[config.mk]
export PLATFORM = sky130hd
export DESIGN_NAME = xul_text_ext
export DESIGN_NICKNAME = d
export VERILOG_FILES = /design/src/core/xul_pkg.sv /design/src/core/xul_pattern_sel.sv /design/src/core/xul_text_ext.sv
export VERILOG_INCLUDE_DIRS = /design/src /design/src/core
export SDC_FILE = /design/constraint.sdc
export NUM_CORES = 1
export LEC_CHECK = 0
export BUFFER_PORTS_ARGS = -buffer_cell sky130_fd_sc_hd__buf_2
export CELL_PAD_IN_SITES_DETAIL_PLACEMENT = 0
export CELL_PAD_IN_SITES_GLOBAL_PLACEMENT = 1
export CORE_AREA = 2 2 99 77
export DETAILED_ROUTE_END_ITERATION = 12
export DIE_AREA = 0 0 101 79
export GPL_TIMING_DRIVEN = 0
export PLACE_DENSITY_LB_ADDON = 0.1
export SLEW_MARGIN = 30
export SYNTH_ARGS = -nofsm -noshare
export SYNTH_HDL_FRONTEND = slang
export SYNTH_SLANG_ARGS = --single-unit
[constraint.sdc]
create_clock -name core_clk -period 3.1 [get_ports core_clk]
set_clock_uncertainty 0.05 [all_clocks]
set_input_delay 0.775 -clock core_clk [delete_from_list [all_inputs] [get_ports core_clk]]
set_output_delay 0.775 -clock core_clk [all_outputs]
set_load 0.02 [all_outputs]
[src/core/xul_defs.svh]
`ifndef XUL_DEFS_SVH
`define XUL_DEFS_SVH
// bit positions and field values of the extended underline logic
`define XUL_EN_BIT        0
`define XUL_ROW_W         5
`define XUL_ATTR_FG_LSB   0
`define XUL_ATTR_FG_MSB   3
`define XUL_ATTR_BG_LSB   4
`define XUL_ATTR_BG_MSB   7
`define XUL_STD_UL_MASK   8'h77
`define XUL_STD_UL_VALUE  8'h01
`define XUL_BYTE_RESET    8'h00
`define XUL_NIB_RESET     4'h0
`define XUL_ADDR_RESET    16'h0000
`define XUL_SOLID_LINE    8'hff
`define XUL_DOT_LINE      8'h55
`define XUL_HALF_LINE     8'h0f
`define XUL_PIX_LAT       3
`endif

[src/core/xul_pkg.sv]
package xul_pkg;
  // source of the pixel byte for the current character
  typedef enum logic [1:0] {
    SRC_FONT   = 2'b00,
    SRC_EXT_UL = 2'b01,
    SRC_STD_UL = 2'b10
  } pat_src_e;
endpackage : xul_pkg

[src/core/xul_pattern_sel.sv]
`include "xul_defs.svh"
// picks the pixel byte for one character cell, purely combinational
module xul_pattern_sel (
  input  wire logic              ext_en,
  input  wire logic              on_ul_row,
  input  wire logic [7:0]        attr_byte,
  input  wire logic [7:0]        font_byte,
  input  wire logic [7:0]        ul_byte,
  output xul_pkg::pat_src_e      src,
  output logic      [7:0]        pattern
);
  wire std_ul_attr;
  wire use_ext;
  wire use_std;

  // standard underline only for the classic attribute, and only with extension off
  assign std_ul_attr = (attr_byte & `XUL_STD_UL_MASK) == `XUL_STD_UL_VALUE;
  assign use_ext     = ext_en & on_ul_row;
  assign use_std     = ~ext_en & on_ul_row & std_ul_attr;

  // any 8-bit pattern passes unaltered, so textures are up to software
  assign src     = use_ext ? xul_pkg::SRC_EXT_UL : use_std ? xul_pkg::SRC_STD_UL : xul_pkg::SRC_FONT;
  assign pattern = use_ext ? ul_byte : use_std ? `XUL_SOLID_LINE : font_byte;
endmodule : xul_pattern_sel

[src/core/xul_text_ext.sv]
`include "xul_defs.svh"
module xul_text_ext (
  input  wire logic        core_clk,
  input  wire logic        arst_n,
  input  wire logic [7:0]  compat_ctrl_wdata,
  input  wire logic        compat_ctrl_we,
  input  wire logic [4:0]  underline_row,
  input  wire logic        wide_interleave_mode,
  input  wire logic        fetch_req,
  input  wire logic [15:0] fetch_addr,
  input  wire logic [4:0]  row_scan,
  input  wire logic [7:0]  plane0_data,
  input  wire logic [7:0]  plane1_data,
  input  wire logic [7:0]  plane2_data,
  input  wire logic [7:0]  plane3_data,
  output logic             ext_ul_en,
  output logic             plane3_rd_q,
  output logic [15:0]      plane_addr_q,
  output logic [7:0]       font_code_q,
  output logic             pix_valid_q,
  output logic [7:0]       pix_pattern_q,
  output logic [3:0]       pix_fg_q,
  output logic [3:0]       pix_bg_q,
  output logic             pix_ext_ul_q
);
  logic              en_q;
  logic              fetch_q;
  logic              row_hit_q;
  logic [7:0]        attr_q;
  logic [7:0]        ul_q;
  logic              font_q;
  logic              row_hit2_q;
  logic              ext_q;
  xul_pkg::pat_src_e src;
  logic [7:0]        pattern;
  wire               ext_active;

  assign ext_ul_en = en_q;

  // enable flag; the wide interleaved text mode keeps fonts in plane 3 so it overrides
  always_ff @(posedge core_clk or negedge arst_n) begin
    if (!arst_n) begin
      en_q <= 1'b0;
    end else if (compat_ctrl_we) begin
      en_q <= compat_ctrl_wdata[`XUL_EN_BIT];
    end
  end
  assign ext_active = en_q & ~wide_interleave_mode;

  // stage 1: address planes 0, 1 and 3 with the character/attribute address
  // row match taken with the fetch, so a row register write cannot split a cell
  always_ff @(posedge core_clk or negedge arst_n) begin
    if (!arst_n) begin
      fetch_q      <= 1'b0;
      plane_addr_q <= `XUL_ADDR_RESET;
      plane3_rd_q  <= 1'b0;
      row_hit_q    <= 1'b0;
    end else begin
      fetch_q      <= fetch_req;
      plane3_rd_q  <= fetch_req & ext_active;
      row_hit_q    <= row_scan == underline_row;
      if (fetch_req) begin
        plane_addr_q <= fetch_addr;
      end
    end
  end

  // stage 2: capture character, attribute and underline byte; font address goes out
  // ext_q rides with each cell, so an enable write mid-stream cannot mix sources
  always_ff @(posedge core_clk or negedge arst_n) begin
    if (!arst_n) begin
      font_code_q <= `XUL_BYTE_RESET;
      attr_q      <= `XUL_BYTE_RESET;
      ul_q        <= `XUL_BYTE_RESET;
      font_q      <= 1'b0;
      row_hit2_q  <= 1'b0;
      ext_q       <= 1'b0;
    end else begin
      font_q     <= fetch_q;
      row_hit2_q <= row_hit_q;
      ext_q      <= plane3_rd_q;
      if (fetch_q) begin
        font_code_q <= plane0_data;
        attr_q      <= plane1_data;
        ul_q        <= plane3_rd_q ? plane3_data : `XUL_BYTE_RESET;
      end
    end
  end

  // font byte arrives from plane 2 in the same cycle as font_code_q, in step with attr_q and ul_q
  xul_pattern_sel u_sel (
    .ext_en    (ext_q),
    .on_ul_row (row_hit2_q),
    .attr_byte (attr_q),
    .font_byte (plane2_data),
    .ul_byte   (ul_q),
    .src       (src),
    .pattern   (pattern)
  );

  // stage 3: pixel byte with the cell's own colours
  always_ff @(posedge core_clk or negedge arst_n) begin
    if (!arst_n) begin
      pix_valid_q   <= 1'b0;
      pix_pattern_q <= `XUL_BYTE_RESET;
      pix_fg_q      <= `XUL_NIB_RESET;
      pix_bg_q      <= `XUL_NIB_RESET;
      pix_ext_ul_q  <= 1'b0;
    end else begin
      pix_valid_q   <= font_q;
      pix_pattern_q <= pattern;
      pix_fg_q      <= attr_q[`XUL_ATTR_FG_MSB:`XUL_ATTR_FG_LSB];
      pix_bg_q      <= attr_q[`XUL_ATTR_BG_MSB:`XUL_ATTR_BG_LSB];
      pix_ext_ul_q  <= src == xul_pkg::SRC_EXT_UL;
    end
  end

  // checks: reset masks every cell property, only the reset checks look through it
  // cell properties on pix_* look one edge past the stage 2 capture, where pix_* land; src checks look at the capture cycle
  // enable flag leaves reset cleared
  enable_reset_a: assert property (@(posedge core_clk)
    $rose(arst_n) |-> !en_q)
    else $error("enable not clear after reset");

  // pipeline outputs leave reset idle
  outputs_reset_a: assert property (@(posedge core_clk)
    $rose(arst_n) |-> !pix_valid_q && !plane3_rd_q && !pix_ext_ul_q)
    else $error("outputs not idle after reset");

  // a write takes the enable bit of the data
  enable_write_a: assert property (@(posedge core_clk) disable iff (!arst_n)
    compat_ctrl_we |=> en_q == $past(compat_ctrl_wdata[`XUL_EN_BIT]))
    else $error("enable bit not taken");

  // without a write the enable holds
  enable_hold_a: assert property (@(posedge core_clk) disable iff (!arst_n)
    !compat_ctrl_we |=> $stable(en_q))
    else $error("enable changed without write");

  // plane 3 read at the character address only while the feature is active
  plane3_fetch_a: assert property (@(posedge core_clk) disable iff (!arst_n)
    fetch_req |=> plane3_rd_q == $past(ext_active) && plane_addr_q == $past(fetch_addr))
    else $error("plane 3 fetch mismatch");

  // address stands between fetches
  addr_hold_a: assert property (@(posedge core_clk) disable iff (!arst_n)
    !fetch_req |=> $stable(plane_addr_q))
    else $error("plane address moved without fetch");

  // an unread plane 3 never feeds a stale byte
  ul_zero_a: assert property (@(posedge core_clk) disable iff (!arst_n)
    fetch_q && !plane3_rd_q |=> ul_q == `XUL_BYTE_RESET)
    else $error("underline byte without plane 3 read");

  // one pixel byte a fixed number of edges after each fetch
  pix_latency_a: assert property (@(posedge core_clk) disable iff (!arst_n)
    fetch_req |-> ##`XUL_PIX_LAT pix_valid_q)
    else $error("pixel byte late or missing");

  // underline row of an extended cell shows the plane 3 byte as it is
  ext_pattern_a: assert property (@(posedge core_clk) disable iff (!arst_n)
    font_q && ext_q && row_hit2_q |=> pix_pattern_q == $past(ul_q))
    else $error("underline byte not used");

  // selector picks plane 3 on the underline row of an extended cell
  pattern_src_a: assert property (@(posedge core_clk) disable iff (!arst_n)
    font_q && ext_q && row_hit2_q |-> src == xul_pkg::SRC_EXT_UL)
    else $error("wrong pattern source");

  // flag marks exactly the cells drawn from plane 3
  ext_flag_a: assert property (@(posedge core_clk) disable iff (!arst_n)
    font_q |=> pix_ext_ul_q == $past(ext_q && row_hit2_q))
    else $error("extended flag wrong");

  // other rows draw the font byte
  font_pattern_a: assert property (@(posedge core_clk) disable iff (!arst_n)
    font_q && !row_hit2_q |=> pix_pattern_q == $past(plane2_data))
    else $error("font byte not used");

  // colours come from the cell's own attribute
  colour_pass_a: assert property (@(posedge core_clk) disable iff (!arst_n)
    font_q |=> pix_fg_q == $past(attr_q[`XUL_ATTR_FG_MSB:`XUL_ATTR_FG_LSB])
    && pix_bg_q == $past(attr_q[`XUL_ATTR_BG_MSB:`XUL_ATTR_BG_LSB]))
    else $error("colours wrong");

  // classic underline never chosen while extended
  std_suppress_a: assert property (@(posedge core_clk) disable iff (!arst_n)
    font_q && ext_q |-> src != xul_pkg::SRC_STD_UL)
    else $error("classic underline while extended");

  // classic attribute on the underline row gives a solid line
  std_underline_a: assert property (@(posedge core_clk) disable iff (!arst_n)
    font_q && !ext_q && row_hit2_q && (attr_q & `XUL_STD_UL_MASK) == `XUL_STD_UL_VALUE
    |=> pix_pattern_q == `XUL_SOLID_LINE)
    else $error("classic underline missing");

  // any other attribute keeps its font byte on the underline row
  std_plain_a: assert property (@(posedge core_clk) disable iff (!arst_n)
    font_q && !ext_q && row_hit2_q && (attr_q & `XUL_STD_UL_MASK) != `XUL_STD_UL_VALUE
    |=> pix_pattern_q == $past(plane2_data))
    else $error("underline on plain attribute");

  // wide interleaved text keeps fonts in plane 3, so it is never read as underline
  wide_block_a: assert property (@(posedge core_clk) disable iff (!arst_n)
    wide_interleave_mode |=> !plane3_rd_q)
    else $error("plane 3 read in wide mode");

  // main scenarios: extended line, classic line, dotted and half patterns, wide mode fetch
  ext_cell_c: cover property (@(posedge core_clk) disable iff (!arst_n)
    pix_valid_q && pix_ext_ul_q);
  std_cell_c: cover property (@(posedge core_clk) disable iff (!arst_n)
    font_q && src == xul_pkg::SRC_STD_UL);
  dotted_c: cover property (@(posedge core_clk) disable iff (!arst_n)
    pix_ext_ul_q && pix_pattern_q == `XUL_DOT_LINE);
  half_line_c: cover property (@(posedge core_clk) disable iff (!arst_n)
    pix_ext_ul_q && pix_pattern_q == `XUL_HALF_LINE);
  wide_fetch_c: cover property (@(posedge core_clk) disable iff (!arst_n)
    fetch_req && wide_interleave_mode);
endmodule : xul_text_ext

Word-level counts from Yosys, hierarchy flattened
Index checks and enable logic that the tools add are counted.
{"block": "totals", "in_bits": 71, "out_inout_bits": 44, "reg_bits": 65}
{"block": "op_classes", "n_bitwise": 7, "n_eq_ne": 3, "n_mux": 5}
{"cell": "$mux W8", "count": 3}
{"cell": "$eq A6 B1 Y1 const B", "count": 1}
{"cell": "$and A1 B1 Y1", "count": 5}
{"cell": "$eq A5 B5 Y1", "count": 1}
{"cell": "$mux W2", "count": 2}
{"cell": "$eq A2 B1 Y1 const B", "count": 1}
{"cell": "$not A1 Y1", "count": 2}

Longest topological paths before layout
{"block": "depth", "word_depth": 6, "depth_mapped": 5, "ltp_nobuf": 3}

Cells and area by module
A second synthesis with hierarchy kept.
{"block": "hier_totals", "hier_cells": 171, "area_unflattened_um2": 2537.4}
{"module": "xul_text_ext", "cells_per_inst": 138, "instances": 1, "area_each_um2": 2263.4}
{"module": "xul_pattern_sel", "cells_per_inst": 33, "instances": 1, "area_each_um2": 274.0}

Worst setup path before layout
No wires, ideal clock.
{"block": "synth_path", "path_kind": "input-to-reg", "startpoint": "input port fetch_req", "endpoint": "register plane_addr_q[10]", "path_buffers": 2, "setup_ns": 0.125, "slack_ns": 1.595, "t_arrival_ns": 1.330, "required_time_ns": 2.925, "path_stages": 3, "path_cell_list": "buf_6 -> buf_6 -> mux2_2"}
{"item": "start, declared", "line": "xul_text_ext.sv:9", "text": "input wire logic fetch_req,"}
{"item": "end signal, assigned", "line": "xul_text_ext.sv:55", "text": "plane_addr_q <= `XUL_ADDR_RESET;"}
{"item": "end signal, assigned", "line": "xul_text_ext.sv:63", "text": "plane_addr_q <= fetch_addr;"}
{"item": "end, declared", "line": "xul_text_ext.sv:18", "text": "output logic [15:0] plane_addr_q,"}
No word-level cell between the ends.

Worst setup path in the final report
{"block": "layout_path", "startpoint": "register plane3_rd_q", "endpoint": "output port plane3_rd_q"}
{"item": "start, declared", "line": "xul_text_ext.sv:17", "text": "output logic plane3_rd_q,"}
{"item": "start signal, assigned", "line": "xul_text_ext.sv:60", "text": "plane3_rd_q <= fetch_req & ext_active;"}
No word-level cell between the ends.

==> results.md <==
* Status: completed
* Worst vdd ir at 300.8 uV
* Pwr Total at 1.904 mW
* Synth Cell Area at 0.002385 sq mm
* GRT Util Overall at 13.43%
* First-pass GRT wire length at 8148 microns
* FF+latch count, synth at 65
* Switching share of power at 26.21%
* Origin of the critical flop-to-flop path: attr_q[4]$_DFFE_PN0P_
* Slowest CP cell: dfrtp_1
* Max cap viols at 0
* Synth cell types at 20
* Post-CTS sizing at 0
* Register area share after synthesis at 68.21%
* Reg power frac at 49.6%
* Peak Freq at 0.5760 GHz
* Via density at 4.397
* Fin. max-slew vios at 0
* Dpl ws at 1.416 ns
* Vias in the first global route at 1776
* CP Cell Sequence: buf_2
* Relative slew slack at 78.45%
* Net Count, Synth at 230
* Setup violations, final at 0
* Leakage at 1.588 nW
* Initial DRC Count at 59
* Antenna Nets Post-Route at 0
* Synth warn at 0
* Row cnt at 27
* Switch Pwr at 0.4990 mW
* Syn_area_per_cell at 15.00 sq um
* Unrepaired setup endpoints after global routing: no
* CTS root buf: clkbuf_8
* Family with the most delay on the worst path: flip-flops
* Die area at 0.007979 sq mm
* Worst Path Buf+Inv at 1
* Post-CTS Hold Buffers at 0
* Number of I/O pins at 115
* Core ar. at 0.007094 sq mm
* Total Wirelength at 4705 microns
* Comb pwr share at 13.9%
* Worst EP arrival at 0.91 ns
* CTS clk-pin slew, worst paths at 0.08 ns
* Filler instances at 684
* Post-route setup TNS at 0 ns
* Fin worst setup slack at 1.364 ns
* Worst skew pair latency at 0.33 ns
* Post-layout util at 45.87%
* # diodes at 0
* Chip height at 79 microns
* Class of the worst hold path: input port to async pin
* Clock power frac at 36.5%
* Worst setup path start: plane3_rd_q$_DFF_PN0_
* Startpoint Class: register
* WS Path Type: register to output pin
* Largest net degree at the start of global routing at 43
* Setup bufs post-CTS at 0
* Crit Path Max Fanout at 3
* CTS Buf Count at 9
* Layout cells sized above 1 at 59.72%
* Clock sink count at 65
* GRT overflow at 0
* Vias post-DR at 1627
* Endpoints failing hold at 0
* Int Pwr at 1.405 mW
* Mapped Cells at 159
* CTS tree: built
* CP endpoint kind: output pin
* Crit path largest cell delay at 0.41 ns
* DP HPWL at 3433 microns
* Tcrit/Tclk final at 56.00%
* Data required, critical path at 2.27 ns
* DR WL/cell at 12.72 microns
* Die width at 101 microns
* IO buf count at 107
* Initial antenna violation count at 0
* Initial Util at 33.62%
* Area Overhead vs Synth at 36.46%
* CTS H-tree depth at 3
* Worst Tran Pin Value at 0.3232 ns
* GP Congestion at 0.6640
* Nets at 349
* Clock period minus worst slack at 1.736 ns
* Number of remaining DRC errors at 0
* CTS max path bufs at 2
* DRT Pass-1 Iters at 4
* Pwr Density at 585.0 mW/mm^2
worst paths after layout:
check | end | slack [ns] | depth (start not counted)
worst max-delay path | plane3_rd_q | 1.36 | 1
worst min-delay path | pix_bg_q[0]$_DFF_PN0_ | 0.28 | 1
worst max register to register | pix_pattern_q[0]$_DFF_PN0_ | 1.86 | 3
worst min register to register | row_hit2_q$_DFF_PN0_ | 0.30 | 0
max in group asynchronous | pix_bg_q[3]$_DFF_PN0_ | 2.20 | 2
min in group core_clk | row_hit2_q$_DFF_PN0_ | 0.30 | 0
placed cells by master, fill, tap and decap left out, drive strengths merged:
cell type,netlist,layout
a22oi,8,8
bufinv,0,1
and2,1,1
clkinvlp,0,3
nand2,2,2
clkinv,0,3
nand3,9,9
nor3,1,1
inv,8,8
buf,7,115
nor2,9,9
dfrtp,65,65
xor2,2,2
mux2,33,33
clkbuf,1,10
xnor2,3,3
o21ai,8,8
nor4b,2,2
power by group through the flow:
stage	registers, mW	logic [mW]	clock network [mW]
CTS	0.947	0.270	0.724
floorplan	1.03	0.0773	0
detailed placement	0.962	0.270	0
global placement	0.961	0.265	0
global route	0.955	0.291	0.771
finish	0.945	0.265	0.694
logic make-up (layout without fill, tap and decap cells):
family / after synthesis / in the layout / share of synthesized area, %
flip-flops: 65 / 65 / 68.21
multiplexers: 33 / 33 / 15.58
AND/OR/NAND/NOR: 24 / 24 / 5.666
AO/OA/AOI/OAI: 16 / 16 / 4.197
buffers and inverters: 16 / 140 / 4.512
XOR/XNOR: 5 / 5 / 1.837
sequential cells by signal, indices dropped and copies added (netlist names), 4 cells and up:
register,cells
attr_q,8
pix_pattern_q,8
font_code_q,8
plane_addr_q,16
ul_q,8
pix_bg_q,4
pix_fg_q,4
layer usage:
| metal | routed length [microns] | share of wire [%] | up-vias | global-route usage [%] |
|---|---|---|---|---|
| li1 | - | - | 781 | - |
| met2 | 2075 | 44 | 70 | 20.67 |
| met4 | 76 | 1.6 | 0 | 5.270 |
| met5 | 0 | 0 | - | 0 |
| met3 | 495 | 11 | 9 | 6.866 |
| met1 | 2057 | 44 | 767 | 16.02 |
synthesized netlist by cell type, drive strengths merged:
master / n / area share, %
dfrtp: 65 / 68
mux2: 33 / 16
nand3: 9 / 1.9
nor2: 9 / 1.5
a22oi: 8 / 2.5
inv: 8 / 1.3
o21ai: 8 / 1.7
buf: 7 / 3.1
xnor2: 3 / 1.1
nand2: 2 / 0.42
nor4b: 2 / 1.3
xor2: 2 / 0.73
and2: 1 / 0.37
clkbuf: 1 / 0.16
nor3: 1 / 0.21
layout make-up:
type                            instances  area [sq um]  area share, %
Clock inverter                          7         71.32          2.191
Multi-Input combinational cell         78         650.6          19.99
Sequential cell                        65          1627          49.98
Clock buffer                            9         123.9          3.806
Buffer                                  8         77.57          2.384
Inverter                                8         30.03         0.9227
Timing Repair Buffer                  108         565.5          17.38
Tap cell                               87         108.9          3.345
through the flow:
step	std cells	cell area [sq um]	hold slack (ns)
after global placement	353	3029	0.2842
after global routing	370	3254	0.2777
after floorplan	159	2385	0.2812
final	370	3254	0.2807
after detailed placement	354	3059	0.2864
after CTS	370	3254	0.2765
(Power assumes the default switching activity.)
